$ cat src/logic/adc_ctrl_pkg.sv
`default_nettype none
package adc_ctrl_pkg;

    // Register byte offsets on the bus
    localparam logic [11:0] OFS_MUX = 12'h000;
    localparam logic [11:0] OFS_CSA = 12'h004;
    localparam logic [11:0] OFS_CSB = 12'h008;
    localparam logic [11:0] OFS_RESL = 12'h00c;
    localparam logic [11:0] OFS_RESH = 12'h010;

    // Values after reset
    localparam logic [7:0] MUX_RESET = 8'h00;
    localparam logic [7:0] CSA_RESET = 8'h00;
    localparam logic [7:0] CSB_RESET = 8'h00;

    // input_mux_control fields
    localparam int MUX_REF_LSB = 6;
    localparam int MUX_LEFT_BIT = 5;
    // control_status_a fields
    localparam int CSA_EN_BIT = 7;
    localparam int CSA_START_BIT = 6;
    localparam int CSA_ATE_BIT = 5;
    localparam int CSA_FLAG_BIT = 4;
    localparam int CSA_IE_BIT = 3;
    // control_status_b fields
    localparam int CSB_HSM_BIT = 7;
    localparam int CSB_ISRC_BIT = 6;
    localparam int CSB_REFERENCE_PIN_BIT = 5;
    localparam int CSB_RES_BIT = 4;

    localparam logic [4:0] CHAN_LAST_VALID = 5'h12;
    localparam logic [3:0] TRIG_FREE = 4'h0;
    localparam logic [3:0] TRIG_SYNC_FIRST = 4'h7;
    localparam logic [3:0] TRIG_SYNC_LAST = 4'h9;
    localparam logic [3:0] TRIG_LAST_VALID = 4'hd;

    typedef enum logic [2:0] {
        REF_OFF = 3'b000,
        REF_EXT_PIN = 3'b001,
        REF_SUPPLY_CAP = 3'b010,
        REF_SUPPLY = 3'b011,
        REF_INT_CAP = 3'b100,
        REF_INT = 3'b101
    } ref_source_t;

    typedef enum logic {
        ST_IDLE = 1'b0,
        ST_BUSY = 1'b1
    } conv_state_t;

    typedef struct packed {
        logic ref_pin_enable;
        logic current_source_enable;
        logic [1:0] ref_select;
    } ref_ctrl_t;

    typedef struct packed {
        logic init;
        logic chan_valid;
        logic [4:0] channel;
        ref_source_t ref_source;
    } conv_cmd_t;

    function automatic ref_source_t ref_decode(input ref_ctrl_t r);
        case (r)
            4'b1000: ref_decode = REF_EXT_PIN;
            4'b1001: ref_decode = REF_SUPPLY_CAP;
            4'b0001: ref_decode = REF_SUPPLY;
            4'b1011: ref_decode = REF_INT_CAP;
            4'b0011: ref_decode = REF_INT;
            4'b0111: ref_decode = REF_INT;
            default: ref_decode = REF_OFF;
        endcase
    endfunction : ref_decode

endpackage : adc_ctrl_pkg
`default_nettype wire

$ cat src/logic/adc_control_registers.sv
`timescale 1ns/100ps
`default_nettype none

// Functional notes
// - Reference chosen from pin enable, current source enable and two select bits.
// - Reference select written mid-conversion applies only after that conversion completes.
// - Left adjust bit changes the visible result layout immediately, even mid-conversion.
// - Channel codes 0-18 map to inputs and internal sources; above 18 reserved.
// - Channel written mid-conversion applies only after the running conversion completes.
// - Enable bit turns converter on; clearing mid-conversion acts at conversion end.
// - Writing one starts a conversion; hardware clears it at completion; zero ignored.
// - First conversion after enabling also runs the converter initialization.
// - Auto trigger enable selects triggered mode; clearing returns to single mode.
// - Done flag set at completion; cleared by vector acknowledge or writing one.
// - End-of-conversion interrupt request raised only while its enable is set.
// - Converter clock divides system clock by 2,2,4,8,16,32,64,128 per code.
// - High speed mode bit enables high speed operation; software picks it by rate.
// - Current source enable drives the 100uA source onto the reference pin.
// - Reference pin enable connects the internal reference circuit to the pin.
// - Bit 4 of control_status_b is unused and always reads zero.
// - Trigger select decodes free run, timers, interrupt, sync events, comparators.
// - Auto-trigger starts on rising edge of the selected source flag.
// - Sync event starts a conversion at each occurrence if previous one completed.
// - Trigger select acts only while auto trigger is enabled.
// - Internal reference, only when it is the selected reference, powers on once the converter or another analog feature needing it is active.
// - Reading result low blocks result updates until result high is read.
// - Left adjusted result puts upper eight bits into result high.
module adc_control_registers #(
    parameter int RESULT_BITS = 10
) (
    // Clock and reset
    input wire logic pclk,
    input wire logic presetn,
    // APB slave
    input wire logic psel,
    input wire logic penable,
    input wire logic pwrite,
    input wire logic [11:0] paddr,
    input wire logic [31:0] pwdata,
    output logic [31:0] prdata,
    output logic pready,
    output logic pslverr,
    // Conversion engine
    output logic conv_start,
    output adc_ctrl_pkg::conv_cmd_t conv_cmd,
    output logic adc_clk_en,
    output logic converter_on,
    output logic high_speed,
    input wire logic conv_done,
    input wire logic [RESULT_BITS-1:0] conv_result,
    // Reference pin and internal reference
    output logic current_source_on,
    output logic ref_pin_connect,
    output logic internal_ref_on,
    input wire logic analog_ref_demand,
    // Trigger sources, index equals trigger code
    input wire logic [13:1] trig_in,
    // Interrupt request and vector acknowledge
    output logic irq,
    input wire logic irq_ack
);

    if (RESULT_BITS != 10) begin : g_bad_width
        $error("RESULT_BITS must be 10");
    end

    logic [7:0] mux_q, mux_d, csa_q, csa_d, csb_q, csb_d;
    logic [9:0] result_q, result_d;
    logic lock_q, lock_d;
    adc_ctrl_pkg::conv_state_t state_q, state_d;
    adc_ctrl_pkg::conv_cmd_t cmd_q, cmd_d;
    logic init_pending_q, init_pending_d;
    logic start_q, start_d, on_q, on_d, irq_q, irq_d, iref_q, iref_d;
    logic [13:1] trig_prev_q;
    logic [31:0] prdata_q, prdata_d;
    logic pready_q, pready_d, pslverr_q, pslverr_d;
    logic [6:0] presc_q, presc_d, presc_mask;
    logic clk_en_q, clk_en_d;
    logic wr_en, rd_en, wr_mux, wr_csa, wr_csb, rd_resl, rd_resh;
    logic busy, done_ev, en_bit, auto_hit, pending_single, start_fire;
    logic [7:0] res_high, res_low;
    adc_ctrl_pkg::ref_ctrl_t ref_ctrl;

    // Bus side
    assign wr_en = psel && penable && pready_q && pwrite;
    assign rd_en = psel && penable && pready_q && !pwrite;
    assign wr_mux = wr_en && (paddr == adc_ctrl_pkg::OFS_MUX);
    assign wr_csa = wr_en && (paddr == adc_ctrl_pkg::OFS_CSA);
    assign wr_csb = wr_en && (paddr == adc_ctrl_pkg::OFS_CSB);
    assign rd_resl = rd_en && (paddr == adc_ctrl_pkg::OFS_RESL);
    assign rd_resh = rd_en && (paddr == adc_ctrl_pkg::OFS_RESH);

    // Layout follows the live adjust bit, not the one at conversion time
    always_comb
    begin
        if (mux_q[adc_ctrl_pkg::MUX_LEFT_BIT])
        begin
            res_high = result_q[9:2];
            res_low = {result_q[1:0], 6'h00};
        end
        else
        begin
            res_high = {6'h00, result_q[9:8]};
            res_low = result_q[7:0];
        end
    end

    // Data is sampled in the setup cycle so pready can come from a flop
    always_comb
    begin
        prdata_d = 32'h0000_0000;
        pslverr_d = 1'b0;
        pready_d = psel && !penable && !pready_q;
        if (paddr == adc_ctrl_pkg::OFS_MUX)
        begin
            prdata_d[7:0] = mux_q;
        end
        else if (paddr == adc_ctrl_pkg::OFS_CSA)
        begin
            prdata_d[7:0] = csa_q;
        end
        else if (paddr == adc_ctrl_pkg::OFS_CSB)
        begin
            prdata_d[7:0] = csb_q & ~(8'h01 << adc_ctrl_pkg::CSB_RES_BIT);
        end
        else if (paddr == adc_ctrl_pkg::OFS_RESL)
        begin
            prdata_d[7:0] = res_low;
        end
        else if (paddr == adc_ctrl_pkg::OFS_RESH)
        begin
            prdata_d[7:0] = res_high;
        end
        else
        begin
            pslverr_d = pready_d;
        end
    end

    always_ff @(posedge pclk or negedge presetn)
    begin
        if (!presetn)
        begin
            prdata_q <= 32'h0000_0000;
            pready_q <= 1'b0;
            pslverr_q <= 1'b0;
        end
        else
        begin
            pready_q <= pready_d;
            pslverr_q <= pslverr_d;
            if (pready_d)
            begin
                prdata_q <= prdata_d;
            end
        end
    end

    // Conversion control
    assign en_bit = csa_q[adc_ctrl_pkg::CSA_EN_BIT];
    assign busy = (state_q == adc_ctrl_pkg::ST_BUSY);
    assign done_ev = conv_done && busy;
    assign ref_ctrl = {csb_q[adc_ctrl_pkg::CSB_REFERENCE_PIN_BIT], csb_q[adc_ctrl_pkg::CSB_ISRC_BIT],
                       mux_q[adc_ctrl_pkg::MUX_REF_LSB +: 2]};

    always_comb
    begin
        auto_hit = 1'b0;
        if (csb_q[3:0] == adc_ctrl_pkg::TRIG_FREE)
        begin
            auto_hit = done_ev;
        end
        else if (csb_q[3:0] >= adc_ctrl_pkg::TRIG_SYNC_FIRST &&
                 csb_q[3:0] <= adc_ctrl_pkg::TRIG_SYNC_LAST)
        begin
            // Sync events carry no flag, each pulse counts
            auto_hit = trig_in[csb_q[3:0]];
        end
        else if (csb_q[3:0] <= adc_ctrl_pkg::TRIG_LAST_VALID)
        begin
            auto_hit = trig_in[csb_q[3:0]] && !trig_prev_q[csb_q[3:0]];
        end
        // Reserved codes leave auto_hit low
    end

    assign pending_single = csa_q[adc_ctrl_pkg::CSA_START_BIT] && !busy;
    // A trigger arriving while busy is dropped; completion frees the slot
    assign start_fire = en_bit && (!busy || done_ev) && (pending_single ||
                        (csa_q[adc_ctrl_pkg::CSA_ATE_BIT] && auto_hit));

    always_comb
    begin
        mux_d = mux_q;
        csa_d = csa_q;
        csb_d = csb_q;
        state_d = state_q;
        cmd_d = cmd_q;
        init_pending_d = init_pending_q;
        result_d = result_q;
        lock_d = lock_q;
        if (wr_mux)
        begin
            mux_d = pwdata[7:0];
        end
        if (wr_csb)
        begin
            csb_d = pwdata[7:0] & ~(8'h01 << adc_ctrl_pkg::CSB_RES_BIT);
        end
        if (wr_csa)
        begin
            csa_d[adc_ctrl_pkg::CSA_EN_BIT] = pwdata[adc_ctrl_pkg::CSA_EN_BIT];
            csa_d[adc_ctrl_pkg::CSA_ATE_BIT] = pwdata[adc_ctrl_pkg::CSA_ATE_BIT];
            csa_d[adc_ctrl_pkg::CSA_IE_BIT] = pwdata[adc_ctrl_pkg::CSA_IE_BIT];
            csa_d[2:0] = pwdata[2:0];
            if (pwdata[adc_ctrl_pkg::CSA_START_BIT] && pwdata[adc_ctrl_pkg::CSA_EN_BIT])
            begin
                csa_d[adc_ctrl_pkg::CSA_START_BIT] = 1'b1;
            end
            if (pwdata[adc_ctrl_pkg::CSA_FLAG_BIT])
            begin
                csa_d[adc_ctrl_pkg::CSA_FLAG_BIT] = 1'b0;
            end
        end
        if (irq_ack)
        begin
            csa_d[adc_ctrl_pkg::CSA_FLAG_BIT] = 1'b0;
        end
        if (!on_q)
        begin
            init_pending_d = 1'b1;
        end
        if (done_ev)
        begin
            state_d = adc_ctrl_pkg::ST_IDLE;
            csa_d[adc_ctrl_pkg::CSA_START_BIT] = 1'b0;
            csa_d[adc_ctrl_pkg::CSA_FLAG_BIT] = 1'b1;
            if (!lock_q)
            begin
                result_d = conv_result;
            end
        end
        if (start_fire)
        begin
            state_d = adc_ctrl_pkg::ST_BUSY;
            csa_d[adc_ctrl_pkg::CSA_START_BIT] = 1'b1;
            init_pending_d = 1'b0;
        end
        // Selections track the registers only between conversions
        if (start_fire || !busy)
        begin
            cmd_d.init = init_pending_q;
            cmd_d.channel = mux_q[4:0];
            cmd_d.chan_valid = (mux_q[4:0] <= adc_ctrl_pkg::CHAN_LAST_VALID);
            cmd_d.ref_source = adc_ctrl_pkg::ref_decode(ref_ctrl);
        end
        if (rd_resl)
        begin
            lock_d = 1'b1;
        end
        else if (rd_resh)
        begin
            lock_d = 1'b0;
        end
    end

    // Outputs derived from control state
    always_comb
    begin
        start_d = start_fire;
        on_d = en_bit || busy;
        irq_d = csa_q[adc_ctrl_pkg::CSA_FLAG_BIT] && csa_q[adc_ctrl_pkg::CSA_IE_BIT];
        iref_d = (cmd_q.ref_source == adc_ctrl_pkg::REF_INT ||
                  cmd_q.ref_source == adc_ctrl_pkg::REF_INT_CAP) &&
                 (on_q || analog_ref_demand);
    end

    always_ff @(posedge pclk or negedge presetn)
    begin
        if (!presetn)
        begin
            mux_q <= adc_ctrl_pkg::MUX_RESET;
            csa_q <= adc_ctrl_pkg::CSA_RESET;
            csb_q <= adc_ctrl_pkg::CSB_RESET;
            state_q <= adc_ctrl_pkg::ST_IDLE;
            cmd_q <= '0;
            init_pending_q <= 1'b1;
            result_q <= 10'h000;
            lock_q <= 1'b0;
            trig_prev_q <= 13'h0000;
            start_q <= 1'b0;
            on_q <= 1'b0;
            irq_q <= 1'b0;
            iref_q <= 1'b0;
        end
        else
        begin
            mux_q <= mux_d;
            csa_q <= csa_d;
            csb_q <= csb_d;
            state_q <= state_d;
            cmd_q <= cmd_d;
            init_pending_q <= init_pending_d;
            result_q <= result_d;
            lock_q <= lock_d;
            trig_prev_q <= trig_in;
            start_q <= start_d;
            on_q <= on_d;
            irq_q <= irq_d;
            iref_q <= iref_d;
        end
    end

    // Prescaler: free counter, tick when the low bits under the mask are all ones
    always_comb
    begin
        case (csa_q[2:0])
            3'h2: presc_mask = 7'h03;
            3'h3: presc_mask = 7'h07;
            3'h4: presc_mask = 7'h0f;
            3'h5: presc_mask = 7'h1f;
            3'h6: presc_mask = 7'h3f;
            3'h7: presc_mask = 7'h7f;
            default: presc_mask = 7'h01;
        endcase
        presc_d = on_q ? presc_q + 7'h01 : 7'h00;
        clk_en_d = on_q && ((presc_q & presc_mask) == presc_mask);
    end

    always_ff @(posedge pclk or negedge presetn)
    begin
        if (!presetn)
        begin
            presc_q <= 7'h00;
            clk_en_q <= 1'b0;
        end
        else
        begin
            presc_q <= presc_d;
            clk_en_q <= clk_en_d;
        end
    end

    assign prdata = prdata_q;
    assign pready = pready_q;
    assign pslverr = pslverr_q;
    assign conv_start = start_q;
    assign conv_cmd = cmd_q;
    assign adc_clk_en = clk_en_q;
    assign converter_on = on_q;
    assign high_speed = csb_q[adc_ctrl_pkg::CSB_HSM_BIT];
    assign current_source_on = csb_q[adc_ctrl_pkg::CSB_ISRC_BIT];
    assign ref_pin_connect = csb_q[adc_ctrl_pkg::CSB_REFERENCE_PIN_BIT];
    assign internal_ref_on = iref_q;
    assign irq = irq_q;
endmodule : adc_control_registers
`default_nettype wire

$ cat config.mk
export PLATFORM = sky130hd
export DESIGN_NAME = adc_control_registers
export DESIGN_NICKNAME = d
export VERILOG_FILES = /design/src/logic/adc_ctrl_pkg.sv /design/src/logic/adc_control_registers.sv
export SDC_FILE = /design/constraint.sdc
export NUM_CORES = 1
export LEC_CHECK = 0
export ABC_AREA = 0
export CORE_MARGIN = 2
export CORE_UTILIZATION = 25
export DETAILED_ROUTE_END_ITERATION = 8
export DONT_BUFFER_PORTS = 1
export PLACE_DENSITY = 0.49
export SLEW_MARGIN = 10
export SYNTH_ARGS = -nofsm -noshare
export SYNTH_HDL_FRONTEND = slang
export SYNTH_SLANG_ARGS = --single-unit
$ cat constraint.sdc
create_clock -name pclk -period 2.6 [get_ports pclk]
set_input_delay 0.26 -clock pclk [delete_from_list [all_inputs] [get_ports pclk]]
set_output_delay 0.26 -clock pclk [all_outputs]
set_load 0.02 [all_outputs]
Word level (Yosys, flattened, before mapping)
Index checks and enable logic that the tools add are counted.

Reduce and logical (&&, ||, !) cells: 45. $lt $le $gt $ge: 5. $add $sub $neg: 1. Bitwise gates (word level): 2. Mux-type cells: 35. Shift-type cells: 0. Multiply operators: 0. Eq/ne operators: 20. Divide/modulo/power cells: 0.

Operators with widths (number): 8-bit two-way mux (7); 7-bit case mux with 6 select lines (1); 12-bit by 4-bit equality test with 1-bit output, second input constant (2); 1-bit logical AND (22); 1-bit two-way mux (22); 3-bit equality test, second input constant (6); 3-bit case mux with 5 select lines (1); 7-bit two-way mux (2); 12-bit by 3-bit equality test with 1-bit output, second input constant (1); 12-bit by 5-bit equality test with 1-bit output, second input constant (1); 4-bit equality test, second input constant (3); 12-bit zero test (1); 3-bit nonzero test (4); 1-bit binary-select mux with 4-bit select (2); 4-bit less-or-equal comparator, second input constant (2); 7-bit by 1-bit adder with 7-bit output, second input constant (1); 7-bit AND (1); 7-bit equality test (1); 3-bit by 2-bit equality test with 1-bit output, second input constant (2); 1-bit logical OR (6); 2-bit AND reduction (3); 5-bit less-or-equal comparator, second input constant (1); 1-bit zero test (5); 4-bit by 5-bit less-than comparator with 1-bit output, second input constant (1); other kinds (9) (10).

Logic and storage cells: 131. Latch bits: 0. ROM bits: 0. Bits in registers: 81. Memories kept: 0. Memory bits (writable): 0. Input bits: 75. Output and inout bits: 52.

Longest topological paths before layout
Depth after elaboration: 12. Mapped depth: 8. Gate-level depth less buffers: 6.

Worst setup path after synthesis
No wires, ideal clock.

Path type: register -> register. Start: reg csb_q[0]. End: reg cmd_q (netlist bit conv_cmd[0]). Arrival: 1.944 ns. Setup time: 0.125 ns. Cell stages (with the launch flop): 9. Clock period less this slack: 2.069 ns. Path slack: 0.531 ns. Required time: 2.475 ns. Buffers on the path: 2. Cell sequence: dfrtp_1 -> buf_6 -> mux2_4 -> a221oi_2 -> o32ai_2 -> a21oi_1 -> o21a_1 -> buf_6 -> mux2_4.

Longest elaborated chain between the ends: 11. Elaborated cells between the ends (all ways): 18. Classes of those cells: order compare: 3; mux: 7; reduce/logical: 8.

Ends and longest elaborated chain: start: declaration (RTL line adc_control_registers.sv:67) `logic [7:0] mux_q, mux_d, csa_q, csa_d, csb_q, csb_d;`; start signal: assignment (RTL line adc_control_registers.sv:283) `csb_q <= adc_ctrl_pkg::CSB_RESET;`; start signal: assignment (RTL line adc_control_registers.sv:299) `csb_q <= csb_d;`; 1-bit binary-select mux with 4-bit select (RTL line adc_control_registers.sv:181) `auto_hit = trig_in[csb_q[3:0]] && !trig_prev_q[csb_q[3:0]];`; 1-bit two-way mux (implied by the code) (RTL line adc_control_registers.sv:181); 1-bit zero test (RTL line adc_control_registers.sv:181); 1-bit logical AND (RTL line adc_control_registers.sv:181); 1-bit two-way mux (RTL line adc_control_registers.sv:179) `else if (csb_q[3:0] <= adc_ctrl_pkg::TRIG_LAST_VALID)`; 1-bit two-way mux (RTL line adc_control_registers.sv:173) `else if (csb_q[3:0] >= adc_ctrl_pkg::TRIG_SYNC_FIRST &&`; 1-bit two-way mux (*) (RTL line adc_control_registers.sv:169) `if (csb_q[3:0] == adc_ctrl_pkg::TRIG_FREE)`; 1-bit logical AND (*) (RTL line adc_control_registers.sv:189) `(csa_q[adc_ctrl_pkg::CSA_ATE_BIT] && auto_hit));`; 1-bit logical OR (*) (RTL line adc_control_registers.sv:188) `assign start_fire = en_bit && (!busy || done_ev) && (pending_single ||`; 1-bit logical AND (*) (RTL line adc_control_registers.sv:188); 1-bit logical OR (*) (RTL line adc_control_registers.sv:249) `if (start_fire || !busy)`; end signal: assignment (RTL line adc_control_registers.sv:301) `cmd_q <= cmd_d;`; end: declaration (RTL line adc_control_registers.sv:71) `adc_ctrl_pkg::conv_cmd_t cmd_q, cmd_d;`.

Mark *: on every way between the ends. The rest lies on a longest branch, timed or not. The select of a mux whose other input is x is not followed. A chain may end at the register's enable or synchronous reset.

Worst setup path in the final report
Start: reg csb_q[0]. End: reg cmd_q (netlist bit conv_cmd[7]).

Same word-level chain as after synthesis.

==> results.toml <==
[run_status]
status = "complete, no violations"

[synthesis]
syn_inst = 356
synth_warnings = 0
avgSynthCellArea_um2 = 11.3
synth-seq-area-share_pct = 49.3
ys_async_sr_fraction_pct = 100
synth_edf_count = 0
yosysTopAreaCellShare_pct = 48.6
synth_ff_type = "dfrtp_1"
synth_area_leaders = "dfrtp_1 49%, mux2_1 5.3%, buf_4 4.5%"
synth_cell_types = 62
ys_ff_latch = 79
synth_top_area_cell = "dfrtp_1"
syn_area_um2 = 4020

[place]
place.gp.congestion = 0.833
portBuffers = 0
place.detailed.hpwl_mm = 7.29
place_area_um2 = 4170

[worst_setup_path]
slowest_stage = "dfrtp_1"
endpoint = "conv_cmd[7]"
cp-startpoint = "csb_q[0]"
worstReg2RegStart = "csb_q[0]"
r2r_end = "conv_cmd[7]"
crit_fanout = 10
path_buf_inv = 2
worst_ep_required_time_ps = 2830
r2r.worst_path.cells = 8
path_common_cell = "mux2_4"
arrival_ps = 2630
start_kind = "register"
crit_chain = "buf_4 -> mux2_4 -> a221oi_2 -> o32ai_2 -> a21oi_1 -> o21a_1 -> buf_12 -> mux2_4"
crit_type = "register to register"
crit_family = "compound AO/OA/AOI/OAI gates"
r2r_slack_ps = 210
cp_num_cells = 8
endpoint_kind = "register"
max_stage_delay_ps = 450

[drt]
dr_wl_met2_mm = 4.38
vias_per_cell = 4.52
wl_met1_mm = 4.32
drt_iter0_markers = 188
routedWlPerCell_um = 16.3
drc = 0
final_antenna_net_count = 0
routed.top_layer = "met4"
wirelength_mm = 9.67
wl_met3_um = 846
firstDrtPassIters = 6
vias = 2676

[sta]
tightest_slew_ps = 701
finalCriticalPeriod_ps = 2390
rsz0062_at_grt = "false"
final-max-slew-violation-count = 0
period_share_pct = 92.0
max_slew_margin_pct = 53.0
fmax_ghz = 0.418
timing.setup.tns_ps = 0
setup-violations-final = 0
hold_viol_final = 0
finClkSkew_ps = 9.22

[power]
power_density_nw_per_um2 = 604
ir_drop_uv = 302
p_leak_nw = 2.05

[cts]
cts_tree = "done"
htreeDepth = 3
clock_path_buffers = 2
cts.reportedPaths.clkPinSlew_ps = 70
clk_latency_ps = 350
numCtsBuffers = 9
post_cts_buffers = 0
clkSinkCount = 79
ctsRootBufferMaster = "clkbuf_16"

[global_route]
grt_pass1_vias = 2675
grt_pass1_wl_mm = 15.2
gr-total-overflow = 0
antenna_found_initial = 0
grt_max_degree = 80
gr-usage-all-layers_pct = 11.9

[cells_and_area]
fin_util_pct = 29.5
fin_area_um2 = 4660
multi_input_area_um2 = 1810
antenna_cells = 0
drive_gt1_share_pct = 17.3
n_fill_cell = 1643
nets = 447
ff_latch_area_um2 = 1980
area_delta_synth_final_pct = 16.0

[die]
fp.dieH_um = 131
pin_count = 127
rows = 46
dieArea_um2 = 17100
coreArea_um2 = 15800
initial_core_util_pct = 25.5
chipWidth_um = 131

[min_path]
min_path_type = "primary input to register"
min_path_cells = 2

[job]
cap_violations = 0
[logic make-up (layout without fill, tap and decap cells)]
family / Yosys count / count (layout) / synth area share (%)
buffers and inverters: 54 / 51 / 7.82
AND/OR/NAND/NOR: 89 / 89 / 11.8
flip-flops: 79 / 79 / 49.3
multiplexers: 53 / 53 / 17.2
XOR/XNOR: 5 / 5 / 1.09
AO/OA/AOI/OAI: 74 / 74 / 12.4
other: 1 / 24 / 0.0934
adder cells (fa/ha/maj): 1 / 1 / 0.311
[cell usage after synthesis, drive strengths merged, types with 4 or more instances]
cell type and n:
buf 31, and2 9, mux2i 5, nor3 8, o31ai 4, clkbuf 8, nand4 4, nand2 27
o21ai 20, mux4 4, xnor2 4, o22ai 4, dfrtp 78, mux2 44, a21oi 18, nand2b 6
nor2 15, nand3 5, a22oi 5, inv 14, or2 4
[power by group]
part | total [mW] | switching, mW | internal, mW
clock network | 1.39 | 0.538 | 0.850
logic | 0.156 | 0.0967 | 0.0596
registers | 1.27 | 0.0171 | 1.25
total | 2.82 | 0.652 | 2.16
[placed cells by master, fill, tap and decap left out, drive strengths merged, types with 4 or more instances in the layout]
cell type,Yosys,routed
mux4,4,4
a21oi,18,18
clkbuf,8,9
buf,31,7
a22oi,5,5
dlygate4sd3,0,13
dfrtp,78,78
o22ai,4,4
and2,9,9
or2,4,4
nor2,15,15
o31ai,4,4
o21ai,20,20
xnor2,4,4
nand2b,6,6
mux2,44,44
nand3,5,5
nand2,27,27
nand4,4,4
inv,14,17
mux2i,5,5
conb,1,24
nor3,8,8
[per-stage QoR]
step	hold WS, ps	std cells	setup WS, ps	power [mW]
finish	35.0	592	207	2.82
global route	30.3	592	126	2.93
CTS	15.4	592	212	2.86
detailed placement	-31.1	562	228	1.41
global placement	-31.2	562	242	1.40
floorplan	-35.6	379	531	1.42
[worst register-to-register path, cell delays in order (launching register included)]
cell and delay [ps]:
dfrtp_1 450, buf_4 210, mux2_4 320, a221oi_2 320, o32ai_2 130, a21oi_1 210, o21a_1 190, buf_12 160
mux2_4 310
[area by class of cell]
class	count	area share (%)
tap	216	5.80
multi-input combinational	246	38.9
sequential	79	42.5
timing repair buffer	20	4.62
clock buffer	9	4.84
clock inverter	7	2.18
inverter	15	1.21
[worst min path at each step]
| stage | start | endpoint | slack (ps) |
|---|---|---|---|
| after global placement | presetn | trig_prev_q[11] | -30 |
| after global routing | pwdata[0] | csb_q[0] | 30 |
| after CTS | pwdata[5] | csb_q[5] | 20 |
| after detailed placement | presetn | trig_prev_q[10] | -30 |
| after floorplan | presetn | adc_clk_en | -40 |
| final | pwdata[5] | csb_q[5] | 30 |
[metal layers]
metal,vias up,track usage [%]
li1,1257,-
met3,12,5.50
met4,0,3.13
met2,89,17.6
met1,1318,15.9
met5,-,0
[registers in the layout, summed over array words and instances (netlist names)]
register	cells
adc_clk_en	1
busy	1
conv_cmd	10
conv_start	1
converter_on	1
csa_q	8
csb_q	7
init_pending_q	1
internal_ref_on	1
irq	1
lock_q	1
mux_q	8
prdata	8
pready	1
presc_q	7
pslverr	1
result_q	10
trig_prev_q	11
[repair_timing]
| action | 4_1_cts | 5_1_grt |
|---|---|---|
| endpoints found under the hold margin | 91 | 0 |
| gates resized for setup | 0 | 0 |
| hold buffers | 14 | 0 |
No activity file was read; power rests on OpenSTA's default activity.
